### config.mk
export PLATFORM = sky130hd
export DESIGN_NAME = swl_slave
export DESIGN_NICKNAME = d
export VERILOG_FILES = /design/src/swl_pkg.sv /design/src/swl_fifo_if.sv /design/src/swl_fifo.sv /design/src/swl_slave.sv
export SDC_FILE = /design/constraint.sdc
export NUM_CORES = 1
export LEC_CHECK = 0
export ABC_AREA = 0
export BUFFER_PORTS_ARGS = -buffer_cell sky130_fd_sc_hd__buf_2
export CORE_MARGIN = 2
export CORE_UTILIZATION = 45
export CTS_CLUSTER_DIAMETER = 30
export DETAILED_ROUTE_END_ITERATION = 10
export HOLD_SLACK_MARGIN = 0.15
export SKIP_CTS_REPAIR_TIMING = 1
export SYNTH_ARGS = -nofsm -noshare
export SYNTH_HDL_FRONTEND = slang
export SYNTH_SLANG_ARGS = --single-unit
### constraint.sdc
create_clock -name clk_sys_i -period 6.4 [get_ports clk_sys_i]
set_input_delay 0.96 -clock clk_sys_i [delete_from_list [all_inputs] [get_ports clk_sys_i]]
set_output_delay 0.96 -clock clk_sys_i [all_outputs]
set_load 0.02 [all_outputs]
### src/swl_pkg.sv
// Purpose: Shared constants and types for the single-wire slave ROM layer.
// Assumes: 40 MHz system clock.
// Notes:   All bus timing is counted in microsecond ticks from a divider.
package swl_pkg;

    // ------------------------------------------------------------------
    // Timing
    // ------------------------------------------------------------------
    localparam int unsigned CLK_HZ          = 40000000;
    localparam int unsigned US_PER_S        = 1000000;
    localparam int unsigned CYC_PER_US      = CLK_HZ / US_PER_S;
    localparam int unsigned RESET_LOW_US    = 480;
    localparam int unsigned PRES_WAIT_US    = 30;
    localparam int unsigned PRES_LOW_US     = 120;
    localparam int unsigned SAMPLE_US       = 30;
    localparam int unsigned TX_ZERO_US      = 45;
    localparam logic [5:0]  US_DIV_LAST     = 6'(CYC_PER_US - 1);
    localparam logic [9:0]  RESET_LOW_TICKS = 10'(RESET_LOW_US);
    localparam logic [9:0]  PRES_WAIT_TICKS = 10'(PRES_WAIT_US);
    localparam logic [9:0]  PRES_LOW_TICKS  = 10'(PRES_LOW_US);
    localparam logic [9:0]  SAMPLE_TICKS    = 10'(SAMPLE_US);
    localparam logic [9:0]  TX_ZERO_TICKS   = 10'(TX_ZERO_US);

    // ------------------------------------------------------------------
    // Commands and identity
    // ------------------------------------------------------------------
    localparam logic [7:0]  CMD_READ_ROM    = 8'h33;
    localparam logic [7:0]  CMD_MATCH_ROM   = 8'h55;
    localparam logic [7:0]  CMD_SKIP_ROM    = 8'hCC;
    localparam logic [7:0]  CMD_SEARCH_ROM  = 8'hF0;
    localparam logic [7:0]  CRC_POLY_REV    = 8'h8C;
    localparam int unsigned ID_BITS         = 64;
    localparam int unsigned FIFO_WIDTH      = 8;
    localparam int unsigned FIFO_DEPTH      = 16;

    typedef enum logic [8:0] {
        ST_IDLE    = 9'h001,
        ST_PWAIT   = 9'h002,
        ST_PLOW    = 9'h004,
        ST_CMD     = 9'h008,
        ST_READROM = 9'h010,
        ST_MATCH   = 9'h020,
        ST_SEARCH  = 9'h040,
        ST_FUNC    = 9'h080,
        ST_DESEL   = 9'h100
    } swl_state_type;

    // Slot phase within one master time slot.
    typedef enum logic [2:0] {
        SL_WAIT   = 3'h1,
        SL_ACTIVE = 3'h2,
        SL_REL    = 3'h4
    } swl_slot_type;

endpackage

### src/swl_fifo_if.sv
// Purpose: Valid/ready carrier between the link engine and its FIFO.
// Assumes: Single clock domain.
// Notes:   Push side and pop side each have a modport.
`timescale 1ns/10ps
`default_nettype none
interface swl_fifo_if;
    logic [7:0] data;
    logic       valid;
    logic       ready;
    modport src (output data, output valid, input ready);
    modport dst (input data, input valid, output ready);
endinterface
`default_nettype wire

### src/swl_fifo.sv
// Purpose: Parameterised FIFO with valid/ready on both sides.
// Assumes: Single clock, synchronous active-high reset.
// Notes:   Read data comes from a register; full and empty are exact.
`timescale 1ns/10ps
`default_nettype none
module swl_fifo
    import swl_pkg::*;
#(
    parameter int unsigned WIDTH = FIFO_WIDTH,
    parameter int unsigned DEPTH = FIFO_DEPTH
)(
    input  wire logic             clk_sys_i,
    input  wire logic             rst_i,
    input  wire logic [WIDTH-1:0] in_data_i,
    input  wire logic             in_valid_i,
    output var  logic             in_ready_o,
    output var  logic [WIDTH-1:0] out_data_o,
    output var  logic             out_valid_o,
    input  wire logic             out_ready_i
);
    localparam int unsigned AW = $clog2(DEPTH);

    logic [WIDTH-1:0] mem [DEPTH];
    logic [AW:0]      wr_reg;
    logic [AW:0]      rd_reg;
    logic             full;
    logic             avail;
    logic             do_push;
    logic             do_pop;

    assign full    = (wr_reg[AW] != rd_reg[AW]) && (wr_reg[AW-1:0] == rd_reg[AW-1:0]);
    assign avail   = (wr_reg != rd_reg);
    assign do_push = in_valid_i && !full;
    // Output register refills when it is empty or being consumed.
    assign do_pop  = avail && (!out_valid_o || out_ready_i);

    always_ff @(posedge clk_sys_i)
    begin
        if (do_push)
        begin
            mem[wr_reg[AW-1:0]] <= in_data_i;
        end
        if (rst_i)
        begin
            wr_reg      <= '0;
            rd_reg      <= '0;
            out_valid_o <= 1'b0;
            out_data_o  <= '0;
            in_ready_o  <= 1'b0;
        end
        else
        begin
            if (do_push)
            begin
                wr_reg <= wr_reg + 1'b1;
            end
            if (do_pop)
            begin
                rd_reg      <= rd_reg + 1'b1;
                out_data_o  <= mem[rd_reg[AW-1:0]];
                out_valid_o <= 1'b1;
            end
            else if (out_ready_i)
            begin
                out_valid_o <= 1'b0;
            end
            in_ready_o <= !full;
        end
    end
endmodule // swl_fifo
`default_nettype wire

### src/swl_slave.sv
// Purpose: Slave side of a single-wire multidrop bus, up to the ROM layer.
// Assumes: Line input is synchronous to clk_sys_i; pull-up outside.
// Notes:   Function command bytes go out through a 16-byte FIFO.
//
// Function
// Everything travels least significant bit first.
// Pin only pulls low or releases.
// Idle high; pauses between bits allowed.
// Low over 480 us resets the slave.
// Order: init, ROM command, function, data.
// Master sends one eight-bit ROM command.
// Read ROM sends family, serial, CRC.
// Master uses read ROM with one slave.
// Match ROM mismatch ignores bus until reset.
// Skip ROM goes straight to function command.
// Master avoids reads after skip when multidrop.
// Search sends bit, complement, samples master bit.
// Search mismatch drops out for the pass.
// Master decodes bit/complement pairs.
// Master resets with 480 us low.
// Presence after 15-60 us, 60-240 us low.
// Master starts every signal except presence.
// Function commands locked until ROM step done.
// Check byte is CRC x8+x5+x4+1 over 56.
// Standard-speed slot timing, sample near 15 us; the slave samples at 30 us after the falling edge.
`timescale 1ns/10ps
`default_nettype none
module swl_slave
    import swl_pkg::*;
#(
    // Arbitrary neutral identity; the check byte is computed, not stored.
    parameter logic [7:0]  FAMILY_CODE = 8'hA5,
    parameter logic [47:0] SERIAL_NUM  = 48'h0000_0000_0001
)(
    input  wire logic       clk_sys_i,
    input  wire logic       rst_i,
    input  wire logic       line_i,
    output var  logic       line_o,
    output var  logic       line_oe_n_o,
    output var  logic [7:0] func_data_o,
    output var  logic       func_valid_o,
    input  wire logic       func_ready_i,
    output var  logic       func_overrun_o,
    output var  logic       rom_done_o,
    output var  logic       bus_reset_o
);

    // ------------------------------------------------------------------
    // Identity code with check byte
    // ------------------------------------------------------------------
    function automatic logic [7:0] crc_of(input logic [55:0] d);
        logic [7:0] c;
        c = 8'h00;
        for (int i = 0; i < 56; i++)
        begin
            c = (c[0] ^ d[i]) ? ((c >> 1) ^ CRC_POLY_REV) : (c >> 1);
        end
        return c;
    endfunction

    localparam logic [55:0] ID_LOW = {SERIAL_NUM, FAMILY_CODE};
    localparam logic [63:0] ID_CODE = {crc_of(ID_LOW), ID_LOW};

    // ------------------------------------------------------------------
    // State
    // ------------------------------------------------------------------
    typedef struct packed {
        swl_state_type st;
        swl_slot_type  slot;
        logic [5:0]    div;
        logic [9:0]    low_cnt;
        logic [9:0]    tmr;
        logic          line_d;
        logic [6:0]    bitn;
        logic [1:0]    phase;
        logic          tx_bit;
        logic [7:0]    shreg;
        logic          pull;
        logic [7:0]    fdata;
        logic          fvalid;
        logic          overrun;
        logic          done;
        logic          brst;
    } swl_regs_type;

    swl_regs_type s_reg;
    swl_regs_type s_next;
    swl_fifo_if   fq ();

    logic         us_tick;
    logic         fall;
    logic         id_bit;

    assign us_tick = (s_reg.div == US_DIV_LAST);
    assign fall    = s_reg.line_d && !line_i;
    assign id_bit  = ID_CODE[s_reg.bitn[5:0]];
    assign fq.data  = s_reg.fdata;
    assign fq.valid = s_reg.fvalid;

    // ------------------------------------------------------------------
    // Next state
    // ------------------------------------------------------------------
    always_comb
    begin
        logic smp;
        logic done_bit;
        smp      = 1'b0;
        done_bit = 1'b0;
        s_next   = s_reg;
        s_next.line_d = line_i;
        s_next.div    = us_tick ? 6'h00 : s_reg.div + 6'h01;
        s_next.brst   = 1'b0;
        if (fq.ready)
        begin
            s_next.fvalid = 1'b0;
        end

        // A long low counts in microseconds; any high restarts the count.
        if (line_i)
        begin
            s_next.low_cnt = 10'h000;
        end
        else if (us_tick && s_reg.low_cnt != RESET_LOW_TICKS)
        begin
            s_next.low_cnt = s_reg.low_cnt + 10'h001;
        end

        // Slot engine: master starts each slot by a falling edge.
        case (s_reg.slot)
            SL_WAIT:
            begin
                if (fall && s_reg.st != ST_IDLE && s_reg.st != ST_PWAIT
                    && s_reg.st != ST_PLOW && s_reg.st != ST_DESEL)
                begin
                    s_next.slot = SL_ACTIVE;
                    s_next.tmr  = 10'h000;
                    s_next.pull = !s_reg.tx_bit && (s_reg.st == ST_READROM
                        || (s_reg.st == ST_SEARCH && s_reg.phase != 2'h2));
                end
            end
            SL_ACTIVE:
            begin
                if (us_tick)
                begin
                    s_next.tmr = s_reg.tmr + 10'h001;
                end
                if (us_tick && s_reg.tmr == SAMPLE_TICKS)
                begin
                    smp = 1'b1;
                end
                if (us_tick && s_reg.tmr == TX_ZERO_TICKS)
                begin
                    s_next.pull = 1'b0;
                    s_next.slot = SL_REL;
                end
            end
            SL_REL:
            begin
                // Any pause is fine while the line rests high.
                if (line_i)
                begin
                    s_next.slot = SL_WAIT;
                end
            end
            default:
            begin
                s_next.slot = SL_WAIT;
            end
        endcase

        // Receive shift register, one bit per slot.
        if (smp)
        begin
            s_next.shreg = {line_i, s_reg.shreg[7:1]};
        end

        case (s_reg.st)
            ST_IDLE:
            begin
                s_next.tx_bit = 1'b0;
            end
            ST_PWAIT:
            begin
                if (us_tick)
                begin
                    s_next.tmr = s_reg.tmr + 10'h001;
                end
                if (us_tick && s_reg.tmr == PRES_WAIT_TICKS)
                begin
                    s_next.st   = ST_PLOW;
                    s_next.tmr  = 10'h000;
                    s_next.pull = 1'b1;
                end
            end
            ST_PLOW:
            begin
                if (us_tick)
                begin
                    s_next.tmr = s_reg.tmr + 10'h001;
                end
                if (us_tick && s_reg.tmr == PRES_LOW_TICKS)
                begin
                    s_next.st   = ST_CMD;
                    s_next.pull = 1'b0;
                    s_next.bitn = 7'h00;
                    s_next.slot = SL_REL;
                end
            end
            ST_CMD:
            begin
                if (smp && s_reg.bitn == 7'h07)
                begin
                    s_next.bitn  = 7'h00;
                    s_next.phase = 2'h0;
                    // Exactly one eight-bit ROM command follows presence.
                    if ({line_i, s_reg.shreg[7:1]} == CMD_READ_ROM)
                    begin
                        s_next.st     = ST_READROM;
                        s_next.tx_bit = ID_CODE[0];
                    end
                    else if ({line_i, s_reg.shreg[7:1]} == CMD_MATCH_ROM)
                    begin
                        s_next.st = ST_MATCH;
                    end
                    else if ({line_i, s_reg.shreg[7:1]} == CMD_SKIP_ROM)
                    begin
                        s_next.st   = ST_FUNC;
                        s_next.done = 1'b1;
                    end
                    else if ({line_i, s_reg.shreg[7:1]} == CMD_SEARCH_ROM)
                    begin
                        s_next.st     = ST_SEARCH;
                        s_next.tx_bit = ID_CODE[0];
                    end
                    else
                    begin
                        s_next.st = ST_DESEL;
                    end
                end
                else if (smp)
                begin
                    s_next.bitn = s_reg.bitn + 7'h01;
                end
            end
            ST_READROM:
            begin
                if (smp)
                begin
                    done_bit      = (s_reg.bitn == 7'(ID_BITS - 1));
                    s_next.bitn   = s_reg.bitn + 7'h01;
                    s_next.tx_bit = ID_CODE[6'(s_reg.bitn + 7'h01)];
                    if (done_bit)
                    begin
                        s_next.st     = ST_FUNC;
                        s_next.done   = 1'b1;
                        s_next.bitn   = 7'h00;
                        s_next.tx_bit = 1'b0;
                    end
                end
            end
            ST_MATCH:
            begin
                if (smp)
                begin
                    s_next.bitn = s_reg.bitn + 7'h01;
                    if (line_i != id_bit)
                    begin
                        s_next.st = ST_DESEL;
                    end
                    else if (s_reg.bitn == 7'(ID_BITS - 1))
                    begin
                        s_next.st   = ST_FUNC;
                        s_next.done = 1'b1;
                        s_next.bitn = 7'h00;
                    end
                end
            end
            ST_SEARCH:
            begin
                if (smp)
                begin
                    case (s_reg.phase)
                        2'h0:
                        begin
                            s_next.phase  = 2'h1;
                            s_next.tx_bit = ~id_bit;
                        end
                        2'h1:
                        begin
                            s_next.phase  = 2'h2;
                            s_next.tx_bit = 1'b0;
                        end
                        default:
                        begin
                            s_next.phase  = 2'h0;
                            s_next.bitn   = s_reg.bitn + 7'h01;
                            s_next.tx_bit = ID_CODE[6'(s_reg.bitn + 7'h01)];
                            if (line_i != id_bit)
                            begin
                                s_next.st     = ST_DESEL;
                                s_next.tx_bit = 1'b0;
                            end
                            else if (s_reg.bitn == 7'(ID_BITS - 1))
                            begin
                                s_next.st     = ST_FUNC;
                                s_next.done   = 1'b1;
                                s_next.bitn   = 7'h00;
                                s_next.tx_bit = 1'b0;
                            end
                        end
                    endcase
                end
            end
            ST_FUNC:
            begin
                // Bytes past the ROM step go to the function layer.
                if (smp && s_reg.bitn == 7'h07 && s_reg.done)
                begin
                    s_next.bitn = 7'h00;
                    if (fq.ready)
                    begin
                        s_next.fdata  = {line_i, s_reg.shreg[7:1]};
                        s_next.fvalid = 1'b1;
                    end
                    else
                    begin
                        s_next.overrun = 1'b1;
                    end
                end
                else if (smp)
                begin
                    s_next.bitn = s_reg.bitn + 7'h01;
                end
            end
            ST_DESEL:
            begin
                s_next.tx_bit = 1'b0;
                s_next.pull   = 1'b0;
            end
            default:
            begin
                s_next.st = ST_IDLE;
            end
        endcase

        // A low past the reset time aborts the transaction but keeps the overrun flag; its release starts presence.
        if (s_reg.low_cnt == RESET_LOW_TICKS)
        begin
            s_next.st    = ST_IDLE;
            s_next.slot  = SL_WAIT;
            s_next.pull  = 1'b0;
            s_next.done  = 1'b0;
            s_next.brst  = !line_i && s_reg.st != ST_IDLE;
            if (line_i)
            begin
                s_next.st  = ST_PWAIT;
                s_next.tmr = 10'h000;
                s_next.low_cnt = 10'h000;
            end
        end
    end

    always_ff @(posedge clk_sys_i)
    begin
        if (rst_i)
        begin
            s_reg       <= '0;
            s_reg.st    <= ST_IDLE;
            s_reg.slot  <= SL_WAIT;
            s_reg.line_d <= 1'b1;
        end
        else
        begin
            s_reg <= s_next;
        end
    end

    // ------------------------------------------------------------------
    // Outputs
    // ------------------------------------------------------------------
    always_ff @(posedge clk_sys_i)
    begin
        if (rst_i)
        begin
            line_o      <= 1'b0;
            line_oe_n_o <= 1'b1;
            rom_done_o  <= 1'b0;
            bus_reset_o <= 1'b0;
            func_overrun_o <= 1'b0;
        end
        else
        begin
            line_o      <= 1'b0;
            line_oe_n_o <= !s_next.pull;
            rom_done_o  <= s_next.done;
            bus_reset_o <= s_next.brst;
            func_overrun_o <= s_next.overrun;
        end
    end

    swl_fifo #(
        .WIDTH (FIFO_WIDTH),
        .DEPTH (FIFO_DEPTH)
    ) u_fifo (
        .clk_sys_i   (clk_sys_i),
        .rst_i       (rst_i),
        .in_data_i   (fq.data),
        .in_valid_i  (fq.valid),
        .in_ready_o  (fq.ready),
        .out_data_o  (func_data_o),
        .out_valid_o (func_valid_o),
        .out_ready_i (func_ready_i)
    );

endmodule // swl_slave
`default_nettype wire

* Yosys cells after proc, flatten, opt, wreduce, memory -nomap -nowiden
Memory sizes are Yosys's and may differ from the RTL's. A register that Yosys moved wholly into a read port is not among the register bits. Index checks and enable logic that the tools add are counted.
Storage, ports and cells: register bits after elaboration 83, RAM bits 128, memory bits (read-only) 128, bits of input ports 4, output and inout bits 14, memories 3
Operators by class: add/subtract/negate cells 6, $lt $le $gt $ge 2, equality and inequality tests 54, muxes and demuxes 86, bitwise operators 3, reductions and logical operators 43
Memory list:
- u_fifo.mem | depth 16, bits a word 8, read ports 1, clocked after Yosys merged registers in 1, wr ports 1, line swl_fifo.sv:23 | logic [WIDTH-1:0] mem [DEPTH];
- (name not given) | depth 64, bits a word 1, read ports 1, clocked after Yosys merged registers in 0, wr ports 0, line swl_slave.sv:297 | s_next.tx_bit = ID_CODE[6'(s_reg.bitn + 7'h01)];
- (name not given) | depth 64, bits a word 1, read ports 1, clocked after Yosys merged registers in 1, wr ports 0, line swl_slave.sv:96 | assign id_bit = ID_CODE[s_reg.bitn[5:0]];
Operator list (number):
- $mux 9 | 12
- $mux 10 | 7
- $mux 7 | 9
- $pmux 9 s7 | 1
- $pmux 7 s6 | 1
- $mux 20 | 2
- $pmux 10 s2 | 2
- $mux 1 | 33
- $mux 12 | 2
- $ne 3x3->1 const B | 7
- $add 10x1->10 const B | 2
- $logic_and 1x1->1 | 17
- $eq 8x8->1 const B | 2
- $ne 2x2->1 const B | 8
- $mux 3 | 5
- $lt 6x7->1 const B | 2
- $mux 6 | 2
- $add 5x1->5 const B | 2
- $eq 10x5->1 const B | 1
- $eq 10x6->1 const B | 1
- $eq 10x7->1 const B | 1
- $eq 10x9->1 const B | 1
- $ne 10x9->1 const B | 1
- $reduce_or 2->1 | 5
- 50 further kinds | 68

* Depth between registers and ports, before layout
depth after elaboration 13, mapped depth 15

* Cells and area by module
A second synthesis with hierarchy kept.
Second synthesis, totals: cell total of the unflattened synthesis 905, area total of the unflattened synthesis 10173.5 um^2
By module, submodules not included:
- swl_fifo | instances 1, cells each 341, area each 5930.7 um^2, seq. area each 4244.1 um^2
- swl_slave | instances 1, cells each 564, area each 4242.8 um^2, seq. area each 1421.4 um^2

* Least setup slack after synthesis
Ideal clock, no wire load.
path type input to register, start point input port line_i, end point register id_bit (netlist name), setup time 0.073 ns, arrival 2.846 ns, path slack 3.481 ns, stages on the path 10, path through xor2_1 > nor3_1 > o32a_1 > a211oi_1 > o2bb2ai_1 > and2_1 > ha_1 > mux2i_1 > or4_4 > o211ai_2
RTL lines:
- start: declaration | line swl_slave.sv:37 | input wire logic line_i,

==> metrics <==
startpoint types register; outcome complete, no violations; initial antenna violation count 0; Max clock buf depth 3; placed wire-length estimate ~16000 µm; DRT antenna net count 0; Reg2Reg Depth 10; average wire per standard cell 20.17 µm; critical path required time about 6.8 ns; Initial Util between 40% and 50%; grt ovf 0; Avg Inst Size Synth roughly 12 µm²; vias just over 7000; Syn Std Cell Area ~10000 µm²; Post-synth EDFFs approximately 130; Gate Count Post-Synth around 840; fin nets ~900; drt first-iter violations 549; MaxCap Viol Count 0; FMAX 272.8 MHz; worst slew pin tran ~1.1 ns; Post-synth top flop edfxtp_1; CP arrival 4.06 ns; yosys warns 0; clock skew between 0.02 and 0.025 ns; Area Overhead vs Synth 20.24%; CTS tree done; die area roughly 23000 µm²; die width 153.2 µm; CP Max Fanout 12; io pins 18; H-tree level count 2; drt pass-1 iters 5; critical path type register to register; largest net degree at the start of global routing 38; Vias/cell 5.927; Remaining DRCs 0; Slew headroom 27.04%; Ant. Diodes 0; syn_nets between 800 and 900; number of global-route vias before repair a little over 7000; #FFs+latches synth ~220; register area share after synthesis 56.59%; clk sinks 219; global-route wire length before repair between 30000 and 40000 µm; RSZ-0062 raised after global routing no; Post-synth ARST share 0%; total power 4.343 mW; # port buffers 16; clk_lat worst skew 0.54 ns; Root Buffer clkbuf_16; WL final about 24000 µm; Row Count 54; Worst-path clk slew about 0.050 ns; pwr dens between 300 and 400 nW/µm²; leakage power just over 4 nW; Worst setup EP type register; Worst VDD drop around 0.19 mV; share of cells above drive strength 1 17.81%; setup violators final 0; Largest register FFs between 100 and 150; Slew Viols, Final 0; sum of negative setup slack 0 ns; unique cell type count in the Yosys netlist between 60 and 70; clock period minus worst slack about 3.7 ns; Die Ht ~150 µm; period utilization 57.28%; core box area 21820 µm²; number of CTS-inserted buffers 47; Hold Fails Final Rpt 0; Hold Path Depth 1; Routability Congestion 0.9688; total track usage 20.78%; hold crit path type register to register
==> per-stage QoR <==
| step | hold slack [ns] | worst slack (ns) | util (%) | cells | area [µm²] |
|---|---|---|---|---|---|
| after detailed placement | 0.4444 | 2.782 | 47.44 | 1107 | 10350 |
| after global routing | 0.4852 | 2.476 | 55.17 | 1195 | 12040 |
| after floorplan | 0.4247 | 3.481 | - | 842 | 10010 |
| after CTS | 0.4505 | 2.786 | 55.17 | 1195 | 12040 |
| final | 0.4536 | 2.734 | 55.17 | 1195 | 12040 |
| after global placement | 0.4362 | 2.958 | 47.44 | 1107 | 10350 |
==> cells by family (layout without fill, tap and decap cells) <==
logic type | count (synthesis) | after routing | synth area share (%)
multiplexers | 59 | 59 | 10.90
AND/OR/NAND/NOR | 312 | 312 | 16.07
other | 1 | 1 | 0.03745
XOR/XNOR | 41 | 41 | 3.587
buffers and inverters | 55 | 128 | 2.100
flip-flops | 219 | 219 | 56.59
AO/OA/AOI/OAI | 138 | 138 | 8.598
adder cells (fa/ha/maj) | 17 | 17 | 2.124
==> cell usage in the layout, fill, tap and decap left out, types with 12 or more instances in the layout <==
master and n:
a21oi_1 51, and3_1 12, buf_2 16, clkbuf_16 47, dfxtp_1 90, edfxtp_1 128
ha_1 17, inv_1 16, mux2i_1 19, mux4_2 40, nand2_1 62, nand2b_1 16
nand3_1 28, nand4_1 17, nor2_1 96, nor3_1 28, o21ai_0 29, xnor2_1 19
xor2_1 22
==> final timing paths <==
| path | end | slack (ns) | startpoint |
|---|---|---|---|
| max | id_bit | 2.73 | s_reg[32] |
| min | s_reg[52] | 0.45 | s_reg[52] |
| max reg2reg | id_bit | 2.73 | s_reg[32] |
| min reg2reg | s_reg[52] | 0.45 | s_reg[52] |
==> power breakdown <==
group | switching [mW] | internal (mW) | leakage, nW
registers | 0.0112 | 1.50 | 1.91
logic | 0.160 | 0.145 | 1.42
clock network | 0.804 | 1.73 | 0.809
total | 0.976 | 3.37 | 4.14
==> synth_stat cells (all sizes together), types with 12 or more instances <==
| master | count | share of area (%) |
|---|---|---|
| nor2 | 97 | 3.7 |
| nand2 | 62 | 2.3 |
| nand3 | 28 | 1.4 |
| mux2i | 19 | 1.9 |
| inv | 16 | 0.60 |
| xor2 | 22 | 1.9 |
| nand4 | 17 | 1.1 |
| o21ai | 32 | 1.6 |
| ha | 17 | 2.1 |
| nor3 | 29 | 1.5 |
| and3 | 12 | 0.75 |
| nand2b | 16 | 1.0 |
| xnor2 | 19 | 1.7 |
| edfxtp | 128 | 38 |
| clkbuf | 32 | 1.2 |
| mux4 | 40 | 9.0 |
| a21oi | 51 | 2.5 |
| dfxtp | 91 | 18 |
==> layout make-up <==
type	instances	area, µm²
Clock inverter	34	442.9
Fill cell	1821	9784
Clock buffer	54	1242
Timing Repair Buffer	24	140.1
Tap cell	280	350.3
Multi-Input combinational cell	568	4136
Inverter	16	60.06
Sequential cell	219	5667
==> worst max-delay path, cell delays in order (launching register included) <==
cell      delay [ns]
dfxtp_1         0.35
inv_1           0.12
ha_1            0.18
or4bb_1         0.56
or4_1           0.52
nor2_1          0.74
nor2_1          0.16
o31ai_1         0.38
a211oi_1        0.13
a211oi_1        0.27
o211ai_2        0.12
==> layer usage <==
metal,track usage (%),up-vias,share of wire [%]
met5,0,-,0
met1,29.64,3526,46
li1,-,3263,-
met2,32.59,250,47
met4,6.526,0,2.1
met3,3.657,44,5.8
(Power assumes the default switching activity.)
